File: src/hdl/fwg_pkg.sv
// Functional notes
// - one entry address selects all functions
// - key cleared after every processed call
// - keyed call without key resets controller
// - activate bit zero forces write permit set
// - activate bit one: permit follows commands
// - command 08H then key sets permit
// - command 0BH then key, or reset, clears
// - protection only in serial/application modes
// - routine clears permit after every write (code: erase leaves it set)
// - serial programming sets permit before routines
// - config lock bit refuses configuration writes
// - lock set by programming, cleared by command
// - lock clear disable blocks command in ISP/IAP
// - disable bit cleared by command in ICP/parallel
// - cpu held idle during self-timed cycle
// - interrupt aborts running cycle
// - error sets carry and returns status
// - bit0 interrupted; bits 4..7 read zero
// - bit1 security refusal, memory unchanged
// - bit2 high voltage fault aborts cycle
// - bit3 read-back mismatch after programming
// - status in R7; carry clear on success
package fwg_pkg;
  localparam logic [15:0] ENTRY_ADDR = 16'hff03;
  localparam logic [7:0] KEY_VALUE = 8'h96;
  localparam logic [7:0] KEY_RAM_ADDR = 8'hff;
  localparam logic [7:0] CMD_SET_WE = 8'h08;
  localparam logic [7:0] CMD_CLR_WE = 8'h0b;
  localparam int BIT_ACTIVATE = 7;
  localparam int BIT_CFG_LOCK = 6;
  localparam int BIT_LOCK_DIS = 7;
  localparam int ST_OI = 0;
  localparam int ST_SV = 1;
  localparam int ST_HVE = 2;
  localparam int ST_VE = 3;
  // axi register byte offsets
  localparam logic [7:0] A_CTRL = 8'h00;
  localparam logic [7:0] A_CMD = 8'h04;
  localparam logic [7:0] A_KEYDATA = 8'h08;
  localparam logic [7:0] A_BOOTST = 8'h0c;
  localparam logic [7:0] A_STATUS = 8'h10;
  localparam logic [7:0] A_CYCLE = 8'h14;
  localparam logic [7:0] BOOTST_RST = 8'h00;
  localparam logic [15:0] CYCLE_RST = 16'h0010;
  localparam logic [1:0] RESP_OK = 2'b00;
  localparam logic [1:0] RESP_SLVERR = 2'b10;
  typedef enum logic [1:0] {
    FWG_IDLE = 2'b00, FWG_RUN = 2'b01, FWG_DONE = 2'b11
  } fwg_state_e;
  typedef enum logic [1:0] {
    OP_PROG = 2'b00, OP_ERASE = 2'b01, OP_CRC = 2'b10, OP_CFG = 2'b11
  } fwg_op_e;
  typedef struct packed {
    logic carry;
    logic [7:0] status;
  } fwg_result_s;
endpackage

File: src/hdl/fwg_guard.sv
`timescale 1ns/1ps
module fwg_guard import fwg_pkg::*; (
  input wire logic clk, // 200 MHz
  input wire logic arst_n, // async reset, low
  input wire logic [7:0] s_axi_awaddr, // write address
  input wire logic s_axi_awvalid, // write address valid
  output logic s_axi_awready, // write address ready
  input wire logic [31:0] s_axi_wdata, // write data
  input wire logic [3:0] s_axi_wstrb, // byte strobes
  input wire logic s_axi_wvalid, // write data valid
  output logic s_axi_wready, // write data ready
  output logic [1:0] s_axi_bresp, // write response
  output logic s_axi_bvalid, // write response valid
  input wire logic s_axi_bready, // write response ready
  input wire logic [7:0] s_axi_araddr, // read address
  input wire logic s_axi_arvalid, // read address valid
  output logic s_axi_arready, // read address ready
  output logic [31:0] s_axi_rdata, // read data
  output logic [1:0] s_axi_rresp, // read response
  output logic s_axi_rvalid, // read data valid
  input wire logic s_axi_rready, // read data ready
  input wire logic call_req, // pulse: call made, to any call_addr
  input wire logic [15:0] call_addr, // address of the call
  input wire logic [1:0] call_op, // operation selected by regs
  input wire logic call_keyed, // function needs the key
  input wire logic call_cfg, // target is a config byte
  input wire logic key_ram_we, // internal ram write strobe
  input wire logic [7:0] key_ram_addr, // internal ram address
  input wire logic [7:0] key_ram_data, // internal ram data
  input wire logic isp_mode, // serial programming active
  input wire logic icp_mode, // pin (async): circuit/parallel
  input wire logic irq_pin, // pin (async): interrupt
  input wire logic hv_fault_pin, // pin (async): hv fault
  input wire logic secure_deny, // security blocks this op
  input wire logic readback_ok, // read-back matched
  output logic cpu_idle, // cpu held in program idle
  output logic mem_write, // pulse: commit flash write
  output logic result_valid, // pulse: result ready
  output logic result_carry, // carry flag value
  output logic [7:0] result_status, // status byte for R7
  output logic mcu_reset, // pulse: reset controller
  output logic write_permit // internal write permit flag
);

  // flash write guard: holds the enable flag, the boot status
  // byte and the call key, runs the self-timed cycle and forms
  // the status byte with its carry. the cpu side is reduced to
  // a call strobe with its operands and a result strobe.

  ////////////////////////////////////////////////////////////////
  // pin synchronisers: two flops each, only the second is read;
  // icp, irq and hv come from pins, the rest share this clock
  localparam int N_SYNC = 3;
  logic [N_SYNC-1:0] sync_in;
  logic [N_SYNC-1:0] sync_out;
  assign sync_in = {hv_fault_pin, irq_pin, icp_mode};
  for (genvar g = 0; g < N_SYNC; g++) begin : g_sync
    logic q1;
    logic q2;
    always_ff @(posedge clk or negedge arst_n) begin
      if (!arst_n) begin
        q1 <= 1'b0;
        q2 <= 1'b0;
      end else begin
        q1 <= sync_in[g];
        q2 <= q1;
      end
    end
    assign sync_out[g] = q2;
  end
  wire icp = sync_out[0];
  wire irq = sync_out[1];
  wire hv = sync_out[2];

  ////////////////////////////////////////////////////////////////
  // axi lite slave: one write and one read in flight
  // map (byte offsets, one word each, byte in the low lanes):
  //   00 ctrl: write bit 0 asks for a lock clear; reads
  //      {key valid, permit, enable flag} in bits 2:0
  //   04 command byte, armed for the very next write only
  //   08 key data byte, write only, reads zero
  //   0c boot status byte: bit 7 activate/clear-disable,
  //      bit 6 config lock
  //   10 status: result byte, carry at 8, state at 10:9
  //   14 run length of the self-timed cycle, 16 bits
  // unmapped offsets answer slverr and read zero.
  // writes need strobe 0 (run length both low strobes); other
  // strobes alone are answered but change nothing.
  // write and data beats are parked separately, so the master
  // may offer them in either order; the response waits for both
  // and for the previous response to be taken.
  logic aw_held, w_held;
  logic [7:0] aw_q;
  logic [31:0] w_q;
  logic [3:0] ws_q;
  wire wr_go = aw_held && w_held && !s_axi_bvalid;
  always_ff @(posedge clk or negedge arst_n) begin
    if (!arst_n) begin
      aw_held <= 1'b0;
      w_held <= 1'b0;
      aw_q <= 8'h00;
      w_q <= 32'h0;
      ws_q <= 4'h0;
    end else begin
      if (s_axi_awvalid && s_axi_awready) begin
        aw_held <= 1'b1;
        aw_q <= s_axi_awaddr;
      end else if (wr_go) begin
        aw_held <= 1'b0;
      end
      if (s_axi_wvalid && s_axi_wready) begin
        w_held <= 1'b1;
        w_q <= s_axi_wdata;
        ws_q <= s_axi_wstrb;
      end else if (wr_go) begin
        w_held <= 1'b0;
      end
    end
  end
  always_ff @(posedge clk or negedge arst_n) begin
    if (!arst_n) begin
      s_axi_awready <= 1'b0;
      s_axi_wready <= 1'b0;
      s_axi_bvalid <= 1'b0;
      s_axi_bresp <= RESP_OK;
    end else begin
      // ready drops for the cycle after a handshake, so a held beat
      // is never overwritten before the response has been formed
      s_axi_awready <= !aw_held && !(s_axi_awvalid && s_axi_awready);
      s_axi_wready <= !w_held && !(s_axi_wvalid && s_axi_wready);
      if (wr_go) begin
        s_axi_bvalid <= 1'b1;
        s_axi_bresp <= addr_ok(aw_q) ? RESP_OK : RESP_SLVERR;
      end else if (s_axi_bready) begin
        s_axi_bvalid <= 1'b0;
      end
    end
  end
  function automatic logic addr_ok(input logic [7:0] a);
    return a == A_CTRL || a == A_CMD || a == A_KEYDATA ||
      a == A_BOOTST || a == A_STATUS || a == A_CYCLE;
  endfunction
  wire wr_lo = wr_go && ws_q[0];
  wire wr_cmd = wr_lo && aw_q == A_CMD;
  wire wr_key = wr_lo && aw_q == A_KEYDATA;
  wire wr_boot = wr_lo && aw_q == A_BOOTST;
  wire wr_ctrl = wr_lo && aw_q == A_CTRL;
  wire wr_cyc = wr_go && aw_q == A_CYCLE && ws_q[1:0] == 2'b11;
  ////////////////////////////////////////////////////////////////
  // command then key sequence and write permit
  logic [7:0] cmd_reg;
  logic cmd_armed;
  logic [7:0] boot_status;
  logic [15:0] cycle_len;
  fwg_state_e state;
  fwg_op_e op;
  logic op_cfg, op_keyed;
  // a command only counts when the key is the very next write
  function automatic logic key_seq(input logic [7:0] cmd);
    return cmd_armed && cmd_reg == cmd && w_q[7:0] == KEY_VALUE;
  endfunction

  wire seq_set = wr_key && key_seq(CMD_SET_WE);
  wire seq_clr = wr_key && key_seq(CMD_CLR_WE);
  // the armed mark dies with any other completed write, even to
  // an unmapped offset, so a stray write between command and key
  // cannot leave a half sequence waiting
  wire done_write = state == FWG_DONE && (op == OP_PROG || op_cfg);
  always_ff @(posedge clk or negedge arst_n) begin
    if (!arst_n) begin
      cmd_reg <= 8'h00;
      cmd_armed <= 1'b0;
    end else if (wr_cmd) begin
      cmd_reg <= w_q[7:0];
      cmd_armed <= 1'b1;
    end else if (wr_go) begin
      cmd_armed <= 1'b0;
    end
  end

  // set wins over clear in one cycle: a serial session that
  // arms the flag must not lose it to a finishing write
  logic we_flag;
  always_ff @(posedge clk or negedge arst_n) begin
    if (!arst_n) begin
      we_flag <= 1'b0;
    end else if (seq_set || (isp_mode && call_req)) begin
      we_flag <= 1'b1;
    end else if (seq_clr || done_write) begin
      we_flag <= 1'b0;
    end
  end
  // forced high while activation bit is low
  wire permit = !boot_status[BIT_ACTIVATE] || we_flag;
  always_ff @(posedge clk or negedge arst_n) begin
    if (!arst_n) write_permit <= 1'b0;
    else write_permit <= permit;
  end
  ////////////////////////////////////////////////////////////////
  // boot status byte; lock clear via ctrl bit 0
  // bit 7 has two meanings at once: it turns the enable flag
  // into a user-controlled one and it also bars the lock clear
  // outside circuit/parallel programming. a lock clear in those
  // modes drops both lock and bar; an ordinary byte write there
  // is not gated by permit or lock at all.
  wire lock_clr_req = wr_ctrl && w_q[0];
  wire lock_clr_ok = icp || !boot_status[BIT_LOCK_DIS];
  always_ff @(posedge clk or negedge arst_n) begin
    if (!arst_n) begin
      boot_status <= BOOTST_RST;
    end else if (lock_clr_req && lock_clr_ok) begin
      boot_status[BIT_CFG_LOCK] <= 1'b0;
      if (icp) boot_status[BIT_LOCK_DIS] <= 1'b0;
    end else if (wr_boot && (icp || (permit &&
        !boot_status[BIT_CFG_LOCK]))) begin
      boot_status <= w_q[7:0];
    end
  end
  always_ff @(posedge clk or negedge arst_n) begin
    // software sets the run length; zero still gives one clock
    // of run, so a cycle can never be skipped
    if (!arst_n) cycle_len <= CYCLE_RST;
    else if (wr_cyc) cycle_len <= w_q[15:0];
  end
  ////////////////////////////////////////////////////////////////
  // authorization key in ram location ff
  // calls are taken only at the one entry address and only while
  // idle; a call that arrives mid-cycle is not queued
  logic key_valid;
  wire accept = call_req && call_addr == ENTRY_ADDR &&
    state == FWG_IDLE;
  // a ram write in the call's own cycle re-arms the key: setting
  // wins, and the check below has already used the old value
  always_ff @(posedge clk or negedge arst_n) begin
    if (!arst_n) begin
      key_valid <= 1'b0;
    end else if (key_ram_we && key_ram_addr == KEY_RAM_ADDR) begin
      key_valid <= key_ram_data == KEY_VALUE;
    end else if (accept) begin
      key_valid <= 1'b0;
    end
  end

  always_ff @(posedge clk or negedge arst_n) begin
    // a keyed call with no key never starts a cycle; the reset
    // pulse is the only answer it gets, and the caller is gone
    // before any status could be read
    if (!arst_n) mcu_reset <= 1'b0;
    else mcu_reset <= accept && call_keyed && !key_valid;
  end
  ////////////////////////////////////////////////////////////////
  // self-timed cycle
  logic [15:0] cnt;
  logic [7:0] st;
  // the serial session sets the flag as it enters, so its own
  // first call must not be refused for the flag it is setting
  wire permit_now = permit || isp_mode;
  wire refuse = !icp && (!permit_now ||
    (call_cfg && boot_status[BIT_CFG_LOCK]));

  // idle -> run -> done -> idle, one bit per step except done -> idle. a refused
  // call skips run and reports at once. inside run an interrupt
  // beats a voltage fault, which beats normal completion, so an
  // aborted cycle never commits. the run lasts cycle_len + 1
  // clocks, counted down to zero.
  always_ff @(posedge clk or negedge arst_n) begin
    if (!arst_n) begin
      state <= FWG_IDLE;
      op <= OP_PROG;
      op_cfg <= 1'b0;
      op_keyed <= 1'b0;
      cnt <= 16'h0;
      st <= 8'h00;
    end else begin
      unique case (state)
        FWG_IDLE: begin
          if (accept && !(call_keyed && !key_valid)) begin
            op <= fwg_op_e'(call_op);
            op_cfg <= call_cfg;
            op_keyed <= call_keyed;
            cnt <= cycle_len;
            st <= 8'h00;
            st[ST_SV] <= (call_keyed && refuse) || secure_deny;
            state <= ((call_keyed && refuse) || secure_deny) ?
              FWG_DONE : FWG_RUN;
          end
        end
        FWG_RUN: begin
          // cnt wraps when it is decremented at zero on the last run clock; it is reloaded on entry,
          // so a stale count never shortens the next cycle
          cnt <= cnt - 16'h1;
          if (irq) begin
            st[ST_OI] <= 1'b1;
            state <= FWG_DONE;
          end else if (hv) begin
            st[ST_HVE] <= 1'b1;
            state <= FWG_DONE;
          end else if (cnt == 16'h0) begin
            if (op == OP_PROG && !op_cfg && !readback_ok)
              st[ST_VE] <= 1'b1;
            state <= FWG_DONE;
          end
        end
        FWG_DONE: state <= FWG_IDLE;
        default: state <= FWG_IDLE;
      endcase
    end
  end
  // results are held until the next call so firmware can read
  // them late; the valid and commit lines are one-cycle pulses

  // commit only at a clean end: crc never writes memory, and an
  // unkeyed call never touches it
  wire commit_now = state == FWG_RUN && cnt == 16'h0 && !irq && !hv &&
    op_keyed && op != OP_CRC;

  always_ff @(posedge clk or negedge arst_n) begin
    if (!arst_n) cpu_idle <= 1'b0;
    else cpu_idle <= state == FWG_RUN && !irq;
  end

  always_ff @(posedge clk or negedge arst_n) begin
    if (!arst_n) mem_write <= 1'b0;
    else mem_write <= commit_now;
  end

  always_ff @(posedge clk or negedge arst_n) begin
    if (!arst_n) result_valid <= 1'b0;
    else result_valid <= state == FWG_DONE;
  end

  always_ff @(posedge clk or negedge arst_n) begin
    if (!arst_n) begin
      result_carry <= 1'b0;
      result_status <= 8'h00;
    end else if (state == FWG_DONE) begin
      result_status <= {4'h0, st[3:0]};
      result_carry <= |st[3:0];
    end
  end

  ////////////////////////////////////////////////////////////////
  // arready is raised only after a cycle in which it was low, which
  // keeps the address decode registered and costs a cycle on
  // back-to-back reads
  function automatic logic [31:0] read_word(input logic [7:0] a);
    logic [31:0] w;
    w = 32'h0;
    unique case (a)
      A_CTRL: w = {29'h0, key_valid, permit, we_flag};
      A_CMD: w = {24'h0, cmd_reg};
      A_BOOTST: w = {24'h0, boot_status};
      A_STATUS: w = {21'h0, state, result_carry, result_status};
      A_CYCLE: w = {16'h0, cycle_len};
      default: w = 32'h0;
    endcase
    return w;
  endfunction

  always_ff @(posedge clk or negedge arst_n) begin
    if (!arst_n) begin
      s_axi_arready <= 1'b0;
      s_axi_rvalid <= 1'b0;
      s_axi_rdata <= 32'h0;
      s_axi_rresp <= RESP_OK;
    end else begin
      s_axi_arready <= !s_axi_rvalid && !s_axi_arready;
      if (s_axi_arvalid && s_axi_arready) begin
        s_axi_rvalid <= 1'b1;
        s_axi_rresp <= addr_ok(s_axi_araddr) ? RESP_OK : RESP_SLVERR;
        s_axi_rdata <= read_word(s_axi_araddr);
      end else if (s_axi_rready) begin
        s_axi_rvalid <= 1'b0;
      end
    end
  end
endmodule

File: config.mk
export PLATFORM = sky130hd
export DESIGN_NAME = fwg_guard
export DESIGN_NICKNAME = d
export VERILOG_FILES = /design/src/hdl/fwg_pkg.sv /design/src/hdl/fwg_guard.sv
export SDC_FILE = /design/constraint.sdc
export NUM_CORES = 1
export LEC_CHECK = 0
export ABC_AREA = 0
export BUFFER_PORTS_ARGS = -buffer_cell sky130_fd_sc_hd__clkbuf_2
export CAP_MARGIN = 20
export CORE_MARGIN = 2
export CORE_UTILIZATION = 52
export CTS_CLUSTER_DIAMETER = 80
export DETAILED_ROUTE_END_ITERATION = 8
export PLACE_DENSITY = 0.82
export SLEW_MARGIN = 20
export SYNTH_ARGS = -nofsm -noshare
export SYNTH_HDL_FRONTEND = slang
export SYNTH_SLANG_ARGS = --single-unit
export TNS_END_PERCENT = 20
File: constraint.sdc
create_clock -name clk -period 3.2 [get_ports clk]
set_clock_uncertainty 0.2 [all_clocks]
set_input_delay 0.64 -clock clk [delete_from_list [all_inputs] [get_ports clk]]
set_output_delay 0.64 -clock clk [all_outputs]
set_load 0.01 [all_outputs]
==> results.md, run 1 <==
- Sequential-to-total area share from yosys stat: 56.01%
- Post-Synth Adder-Cell Area: 0.2187%
- Share of layout cells above drive strength 1: 35.89%
- Max_cap viols: 0
- Vias: 4448
- Clk pwr share: 40.6%
- Remaining DRCs: 0
- Die width: 108.9 µm
- HP Class: input pin to flip-flop
- Leak: 0.003375 µW
- Crit path max-delay family: simple AND/OR/NAND/NOR gates
- Cells after Synth: 499
- Count leader, synth: dfrtp_1
- Peak VDD IR: 0.0005647 V
- CTS Root Cell: clkbuf_8
- Critical path type: flip-flop to flip-flop
- Crit-path slowest cell: or4_4
- Final ANT Viol Nets: 0
- Status: finished, final reports clean
- Crit path DAT: 2.76 ns
- Initial Util: 53.00%
- First-pass GRT wire length: 22.46 mm
- Switching Power: 1399 µW
- Largest family of logic cells by synthesized area: multiplexers
- Logic pwr share: 15.1%
- Core ar.: 0.01079 mm²
- Yosys reg bits: 128
- CP startpoint kind: flip-flop
- ANT cells: 0
- Worst Setup End Kind: flip-flop
- Compound-Gate Fraction of Synth Area: 9.864%
- Cell-internal power: 3651 µW
- RSZ-0062 raised after global routing: no
- PD cells: 717.3 mW/mm²
- Synth top area share: 55.56%
- Top post-synthesis cells by area: dfrtp_1 56%, mux2_2 12%, nand2_1 3.9%
- Synth cell count leaders: 127 x dfrtp_1, 63 x mux2_2, 60 x nand2_1
- Async S/R FF share, synth: 100.0%
- Post CTS Setup Buffer Count: 0
- Grt total ovfl: 0
- Slew Viols, Final: 0
- Die ar.: 0.01186 mm²
- GPL Wtd Cong: 0.8496
- Post-synthesis mux area share: 14.24%
- Met3 Usage GRT: 5.081%
- Synthesized area per cell: 11.46 µm²
- Initial drt markers: 322
- GRT met2 Usage: 43.52%
- Number of synthesized flops with an enable pin: 0
- CTS clk-pin slew, worst paths: 0.06 ns
- Wire per inst: 17.92 µm
- XOR/XNOR share of the synthesized area: 0.7655%
- Fin Setup TNS: 0 ns
- CTS tree: yes
- Drt pass-1 iters: 5
- Simple-gate portion of the synthesized area: 13.69%
- Crit-path cells: or4_4, or3_4, nor4_4, buf_4, mux2_2
- Final Setup Violations: 0
- Critical Path RT: 3.40 ns
- Pin count of the biggest net entering global routing: 81
- Max Buffers Root-to-Sink: 2
- Slew margin rel.: 37.89%
- Initial antenna violation count: 1
- CTS Hold Bufs: 1
- Rows: 38
- Crit path time final: 2.553 ns
- Clock latency on the worst-skew pair: 0.52 ns
- Predominant post-synthesis flop cell: dfrtp_1
- Switch share: 27.70%
- Number of global-route vias before repair: 4571
- Number of library cell types mapped by synthesis: 58
- CTS buffer count: 17
- F_max: 391.6 MHz
- Global Route Usage Sum: 25.15%
- WP buf/inv: 1
- Ports: 158
- Period utilization: 79.79%
- Die height: 108.9 µm
- Seq pwr share: 44.3%
- Worst Tran Pin Value: 0.9306 ns
- CP max FO: 16
- Vias per cell: 5.717
- Pre-CTS worst setup slack: 0.6440 ns
- Synth warn: 0
- Yosys top cell by area: dfrtp_1
- Slowest cell delay on critical path: 0.57 ns
- Final WL: 13.94 mm
- Detailed placer's ending HPWL: 9.843 mm
- Most Crowded Layer GR: met2
- H-tree depth: 4
- Non-Filler Instances: 778
- Final Hold Fails: 0
- Layout net count: 729
- Area growth from synthesis to layout: 23.05%
- PortBufs: 117
- Final WS setup: 0.6467 ns
- Clock sink count: 128
- Total placed cells including tap cells: 745
- Mapped Area: 0.005720 mm²
- CTS resizes: 0
- Met1 Use GR: 30.02%
routing by layer:
layer	routed length, µm	share of wire (%)	up-vias
li1	-	-	2001
met1	5299	38	2182
met2	7272	52	211
met3	911	6.5	52
met4	446	3.2	2
met5	12	0.086	-
through the flow:
step                      util, %  power, µW  hold WS, ns  instance area (µm²)
after CTS                   65.22       5075     0.007458                 7039
after detailed placement    59.24       3010       0.1355                 6394
after global placement      59.24       2942       0.1329                 6394
after floorplan                 -       2683       0.1312                 5799
final                       65.22       5049      0.01734                 7039
after global routing        65.22       5267     0.004465                 7039
kinds of logic (layout without fill, tap and decap cells):
| kind of cell | count (synthesis) | count (layout) |
|---|---|---|
| compound gates | 92 | 92 |
| xor+xnor | 5 | 5 |
| fa+ha+maj | 1 | 1 |
| buf+inv | 54 | 172 |
| flops | 128 | 128 |
| mux | 71 | 71 |
| other cells | 1 | 22 |
| simple gates | 147 | 147 |
power by group through the flow:
stage	logic, µW	registers [µW]	clock network, µW
2_1_floorplan	516	2170	0
3_3_place_gp	721	2220	0
3_5_place_dp	760	2250	0
4_1_cts	772	2230	2070
5_1_grt	851	2270	2140
6_report	763	2230	2050
area by class of cell:
class	instances	area (µm²)
fillers	797	3754
flip-flops and latches	128	3204
multi-input cells	338	2301
repair buffers	126	670.6
clock buffers	20	455.4
clock inverters	12	180.2
well taps	140	175.2
inverters	14	52.55
cell usage in the layout (no fill, tap or decap), types with 3 or more instances in the layout:
cell,n
and3_1,5
nor2b_1,4
mux2i_1,6
nor3_1,6
xor2_1,3
nor4bb_1,5
buf_4,8
inv_1,14
nor4_1,6
nand2b_1,3
bufinv_16,4
a21o_1,3
clkbuf_16,16
mux2_2,63
nand4_1,7
a31oi_1,6
o211ai_1,4
clkbuf_2,116
a22oi_1,4
nand3b_1,4
a21oi_1,17
clkbuf_8,4
dfrtp_1,127
nand3_1,13
nor4b_1,5
nor2_1,15
o21ai_0,39
conb_1,22
a2bb2oi_1,4
nand2_1,60
path summary, 6_finish.rpt:
kind | depth (start not counted) | slack (ns) | to | startpoint
setup / recovery | 5 | 0.65 | cycle_len[8]$_DFFE_PN0P_ | aw_q[1]$_DFFE_PN0P_
max in group asynchronous | 3 | 1.59 | cycle_len[4]$_DFFE_PN1P_ | arst_n
hold reg to reg | 0 | 0.15 | g_sync[0].q2$_DFF_PN0_ | g_sync[0].q1$_DFF_PN0_
hold / removal | 1 | 0.02 | g_sync[2].q1$_DFF_PN0_ | hv_fault_pin
min in group asynchronous | 2 | 0.42 | g_sync[2].q1$_DFF_PN0_ | arst_n
setup reg to reg | 5 | 0.65 | cycle_len[8]$_DFFE_PN0P_ | aw_q[1]$_DFFE_PN0P_
Note: power is estimated with default switching activity, not from simulation.
==> run 2: changes to the inputs <==
==> constraint.sdc (replaced) <==
create_clock -name clk -period 2.6 [get_ports clk]
set_clock_uncertainty 0.2 [all_clocks]
set_input_delay 0.52 -clock clk [delete_from_list [all_inputs] [get_ports clk]]
set_output_delay 0.52 -clock clk [all_outputs]
set_load 0.01 [all_outputs]
==> run 2 against run 1 <==
Maximum frequency rose by 0.76%. Via count rose by 0.22%. Global-route usage rose by 0.82 points. Setup slack got worse by 0.58 ns. Register-to-register slack got worse by 0.58 ns. Sequential power rose by 23%. Design area rose by 1.1%. Wire length rose by 1.5%. Largest cell class unchanged.
==> results.md, run 2 (synthesis gave the netlist of run 1 again) <==
- Pre-CTS worst setup slack: 0.1115 ns
- Worst Tran Pin Value: 0.7018 ns
- Wire per inst: 17.84 µm
- Die height: 108.9 µm
- Non-Filler Instances: 793
- Final WS setup: 0.06590 ns
- Crit path DAT: 2.73 ns
- Vias per cell: 5.622
- Drt pass-1 iters: 5
- Worst hold endpoint: op[1]$_DFFE_PN0P_
- F_max: 394.6 MHz
- Leak: 0.003414 µW
- Initial Util: 53.00%
- Crit-path slowest cell: or4_4
- Initial antenna violation count: 0
- FF-to-FF End: cycle_len[3]$_DFFE_PN0P_
- Max Buffers Root-to-Sink: 2
- Share of layout cells above drive strength 1: 36.14%
- CTS resizes: 0
- Core ar.: 0.01079 mm²
- Slowest cell delay on critical path: 0.55 ns
- # fillers: 790
- Crit path time final: 2.534 ns
- Fin util: 65.95%
- Final Hold Fails: 0
- PortBufs: 117
- Most common cell after layout, fill and taps aside: dfrtp_1
- Slew Viols, Final: 0
- Detailed placer's ending HPWL: 10.30 mm
- Worst Setup End Kind: flip-flop
- First-pass GRT wire length: 23.24 mm
- Hold path startpoint: call_op[1]
- Post CTS Setup Buffer Count: 0
- Vias: 4458
- Critical path type: flip-flop to flip-flop
- Clock latency on the worst-skew pair: 0.52 ns
- Global Route Usage Sum: 25.96%
- CTS Root Cell: clkbuf_8
- Register area: 0.003204 mm²
- H-tree depth: 4
- Ports: 158
- Die ar.: 0.01186 mm²
- Layout net count: 744
- Total placed cells including tap cells: 753
- ANT cells: 0
- Grt total ovfl: 0
- Period utilization: 97.47%
- Status: finished, final reports clean
- Clock sink count: 128
- HP Class: input pin to flip-flop
- CTS clk-pin slew, worst paths: 0.06 ns
- PD cells: 841.5 mW/mm²
- Multi-input gate area in the final layout: 0.002301 mm²
- Fin Setup TNS: 0 ns
- FF-to-FF setup slack: 0.07 ns
- Slew margin rel.: 52.78%
- Initial drt markers: 323
- FF-to-FF path depth: 5
- Final Setup Violations: 0
- CP max FO: 16
- Peak VDD IR: 0.0005937 V
- Critical Path RT: 2.79 ns
- Reg2reg start: aw_q[1]$_DFFE_PN0P_
- Number of global-route vias before repair: 4641
- Post-DP Area: 0.006466 mm²
- Final WL: 14.15 mm
- Pin count of the biggest net entering global routing: 38
- CTS Hold Bufs: 8
- GPL Wtd Cong: 0.8592
- RSZ-0062 raised after global routing: no
- Max_cap viols: 0
- Finished Cell Area: 0.007118 mm²
- Crit-path cells: or4_4, or3_4, nor4_4, buf_12, mux2_2
- Highest-count cells in the layout ignoring fill and taps: 127 x dfrtp_1, 116 x clkbuf_2, 63 x mux2_2, 60 x nand2_1, 39 x o21ai_0
- Hold path cells: 3
- Remaining DRCs: 0
- Final ANT Viol Nets: 0
- CP startpoint kind: flip-flop
- CTS tree: yes
- Die width: 108.9 µm
- Area growth from synthesis to layout: 24.43%
- Rows: 38
- CTS buffer count: 17
run 2: cell types whose count changed in the layout (fill, tap and decap cells not counted):
cell	before	now
inv_6	2	0
buf_4	8	15
clkbuf_1	0	1
clkinv_4	2	0
clkinvlp_4	2	3
buf_12	1	2
clkinv_2	2	6
dlygate4sd3_1	1	8
bufinv_16	4	2
run 2: worst max path at each step:
stage | from | end | slack (ns)
floorplan | aw_q[1]$_DFFE_PN0P_ | cycle_len[10]$_DFFE_PN0P_ | 0.04
global placement | aw_q[1]$_DFFE_PN0P_ | cycle_len[12]$_DFFE_PN0P_ | 0.15
detailed placement | aw_q[1]$_DFFE_PN0P_ | cycle_len[9]$_DFFE_PN0P_ | 0.11
CTS | aw_q[1]$_DFFE_PN0P_ | cycle_len[9]$_DFFE_PN0P_ | 0.07
global route | aw_q[1]$_DFFE_PN0P_ | cycle_len[6]$_DFFE_PN0P_ | 0.02
finish | aw_q[1]$_DFFE_PN0P_ | cycle_len[3]$_DFFE_PN0P_ | 0.07
run 2: critical path, delay by kind of cell, from the launching register on:
kind	cells	cell delay, ns
and+or+nand+nor	3	1.28
DFF	1	0.37
muxes	1	0.34
buffers and inverters	1	0.21
run 2: area by class of cell:
cell class | instances | share of cell area (%)
Clock buffer | 21 | 6.451
Clock inverter | 11 | 1.582
Multi-Input combinational cell | 338 | 32.33
Inverter | 14 | 0.7383
Sequential cell | 128 | 45.02
Timing Repair Buffer | 141 | 11.43
Tap cell | 140 | 2.461
run 2: through the flow:
step / power (µW) / hold slack [ns]
3_5_place_dp: 3729 / 0.1358
4_1_cts: 6021 / 0.02333
3_3_place_gp: 3643 / 0.1327
2_1_floorplan: 3302 / 0.02441
5_1_grt: 6279 / 0.01428
6_report: 5990 / 0.03446
run 2: where the power goes:
| group | switching, µW | internal [µW] |
|---|---|---|
| registers | 363 | 2380 |
| logic | 477 | 502 |
| clock network | 840 | 1430 |
| total | 1680 | 4310 |
run 2: metal layers:
layer / vias up / track usage (%) / share of wire (%)
met5: - / 0 / 0
met4: 0 / 9.432 / 2.2
met3: 32 / 6.575 / 6.2
met2: 190 / 44.85 / 53
met1: 2217 / 31.44 / 38
li1: 2019 / - / -
==> run 3: changes to the inputs <==
--- a/config.mk
+++ b/config.mk
@@ -8,11 +8,14 @@
 export ABC_AREA = 0
 export BUFFER_PORTS_ARGS = -buffer_cell sky130_fd_sc_hd__clkbuf_2
 export CAP_MARGIN = 20
+export CELL_PAD_IN_SITES_DETAIL_PLACEMENT = 1
+export CELL_PAD_IN_SITES_GLOBAL_PLACEMENT = 1
 export CORE_MARGIN = 2
-export CORE_UTILIZATION = 52
+export CORE_UTILIZATION = 41
 export CTS_CLUSTER_DIAMETER = 80
 export DETAILED_ROUTE_END_ITERATION = 8
-export PLACE_DENSITY = 0.82
+export PLACE_DENSITY = 0.83
+export RECOVER_POWER = 50
 export SLEW_MARGIN = 20
 export SYNTH_ARGS = -nofsm -noshare
 export SYNTH_HDL_FRONTEND = slang
==> run 3 against run 2 <==
Hold slack worse by 0.011 ns. Non-clock buffer count is 2 lower. Die area is 26% higher. Wire length is 12% higher. Largest power group unchanged.
==> results.md, run 3 (synthesis gave the netlist of run 1 again) <==
- Status: finished, final reports clean
- Non-Filler Instances: 828
- Slew Viols, Final: 0
- Worst Setup End Kind: flip-flop
- Final WL: 15.83 mm
- CP startpoint kind: flip-flop
- Die ar.: 0.01491 mm²
- CTS Root Cell: clkbuf_16
- H-tree depth: 4
- ANT cells: 0
- First-pass GRT wire length: 25.29 mm
- Area growth from synthesis to layout: 24.50%
- Worst Tran Pin Value: 1.207 ns
- Reg2reg start: aw_q[1]$_DFFE_PN0P_
- Max_cap viols: 0
- Vias per cell: 5.395
- Hold path startpoint: icp_mode
- Share of layout cells above drive strength 1: 35.19%
- Pre-CTS worst setup slack: 0.07974 ns
- Ports: 158
- Crit path DAT: 2.61 ns
- Most common cell after layout, fill and taps aside: dfrtp_1
- Final ANT Viol Nets: 0
- Number of global-route vias before repair: 4851
- Total placed cells including tap cells: 796
- Clock sink count: 128
- Final WS setup: 0.08737 ns
- PortBufs: 117
- Initial antenna violation count: 0
- Peak VDD IR: 0.0005869 V
- Remaining DRCs: 0
- CP max FO: 16
- Wire per inst: 19.12 µm
- Slew margin rel.: 19.51%
- Leak: 0.003402 µW
- Critical path type: flip-flop to flip-flop
- Rows: 43
- Critical Path RT: 2.69 ns
- Clock latency on the worst-skew pair: 0.42 ns
- CTS clk-pin slew, worst paths: 0.05 ns
- Die height: 122.1 µm
- FF-to-FF End: cycle_len[9]$_DFFE_PN0P_
- Grt total ovfl: 0
- Critical Path Source: aw_q[1]$_DFFE_PN0P_
- Hold path cells: 1
- Fin Setup TNS: 0 ns
- CTS tree: yes
- Period utilization: 96.64%
- Highest-count cells in the layout ignoring fill and taps: 127 x dfrtp_1, 116 x clkbuf_2, 61 x mux2_2, 60 x nand2_1, 39 x o21ai_0
- PD cells: 859.9 mW/mm²
- Worst hold endpoint: g_sync[0].q1$_DFF_PN0_
- Global Route Usage Sum: 22.47%
- F_max: 398.0 MHz
- Layout net count: 742
- FF-to-FF setup slack: 0.09 ns
- HP Class: input pin to flip-flop
- Drt pass-1 iters: 4
- Initial drt markers: 249
- Final Setup Violations: 0
- GPL Wtd Cong: 0.7865
- Final Hold Fails: 0
- Pin count of the biggest net entering global routing: 67
- Detailed placer's ending HPWL: 11.66 mm
- Initial Util: 41.53%
- Vias: 4467
- Max Buffers Root-to-Sink: 2
- Crit path time final: 2.513 ns
- Die width: 122.1 µm
- Core ar.: 0.01377 mm²
- CTS buffer count: 17
- RSZ-0062 raised after global routing: no
- FF-to-FF path depth: 5
==> run 3: cell count changes in the layout (fill, tap and decap cells not counted), sizes merged <==
cell | previous run | this run
buf | 17 | 15
bufinv | 2 | 3
clkbuf | 137 | 143
clkinv | 6 | 4
clkinvlp | 3 | 0
dlygate4sd3 | 8 | 3
==> run 3: worst max path at each step <==
stage               cells after the start                        end  slack, ns
global route                            5  cycle_len[15]$_DFFE_PN0P_       0.04
CTS                                     5  cycle_len[15]$_DFFE_PN0P_       0.07
global placement                        5  cycle_len[11]$_DFFE_PN0P_       0.14
detailed placement                      5   cycle_len[9]$_DFFE_PN0P_       0.08
finish                                  5   cycle_len[9]$_DFFE_PN0P_       0.09
floorplan                               5  cycle_len[10]$_DFFE_PN0P_       0.04
==> run 3: area by class of cell <==
class | count | area [µm²]
Multi-Input combinational cell | 338 | 2301
Fill cell | 1516 | 6651
Timing Repair Buffer | 139 | 754.5
Clock inverter | 7 | 110.1
Inverter | 14 | 52.55
Tap cell | 180 | 225.2
Sequential cell | 128 | 3204
Clock buffer | 22 | 474.2
==> run 3: repair_timing <==
action                                 in CTS  in global routing
setup buffers                               0                  0
hold buffers                                3                  0
gates resized for setup                     0                  0
endpoints found under the hold margin      33                  0
==> run 3: critical path, stage by stage, from the launching register on <==
cell and delay [ns]:
dfrtp_1 0.38, or4_4 0.56, or3_4 0.37, nor4_4 0.33, buf_12 0.20, mux2_2 0.35
==> run 3: per-layer routing <==
layer | vias up | global-route usage (%) | wire [µm]
li1 | 2021 | - | -
met5 | - | 0 | 0
met1 | 2306 | 25.88 | 6276
met3 | 19 | 6.414 | 866
met2 | 121 | 39.87 | 8437
met4 | 0 | 7.902 | 249
==> run 3: power by group <==
part | leakage [µW] | switching [µW] | total (µW) | internal, µW
registers | 0.00161 | 405 | 2780 | 2380
clock network | 0.000291 | 815 | 2370 | 1560
logic | 0.00150 | 485 | 965 | 481
total | 0.00340 | 1710 | 6120 | 4420
==> run 3: per-stage QoR <==
stage	util, %	power [µW]	hold WS [ns]	instance area [µm²]
3_3_place_gp	47.47	3673	0.1385	6539
5_1_grt	51.71	6418	0.008218	7122
2_1_floorplan	-	3302	0.02441	5799
4_1_cts	51.93	6195	0.002922	7153
3_5_place_dp	47.47	3778	0.1372	6539
6_report	51.71	6124	0.02297	7122
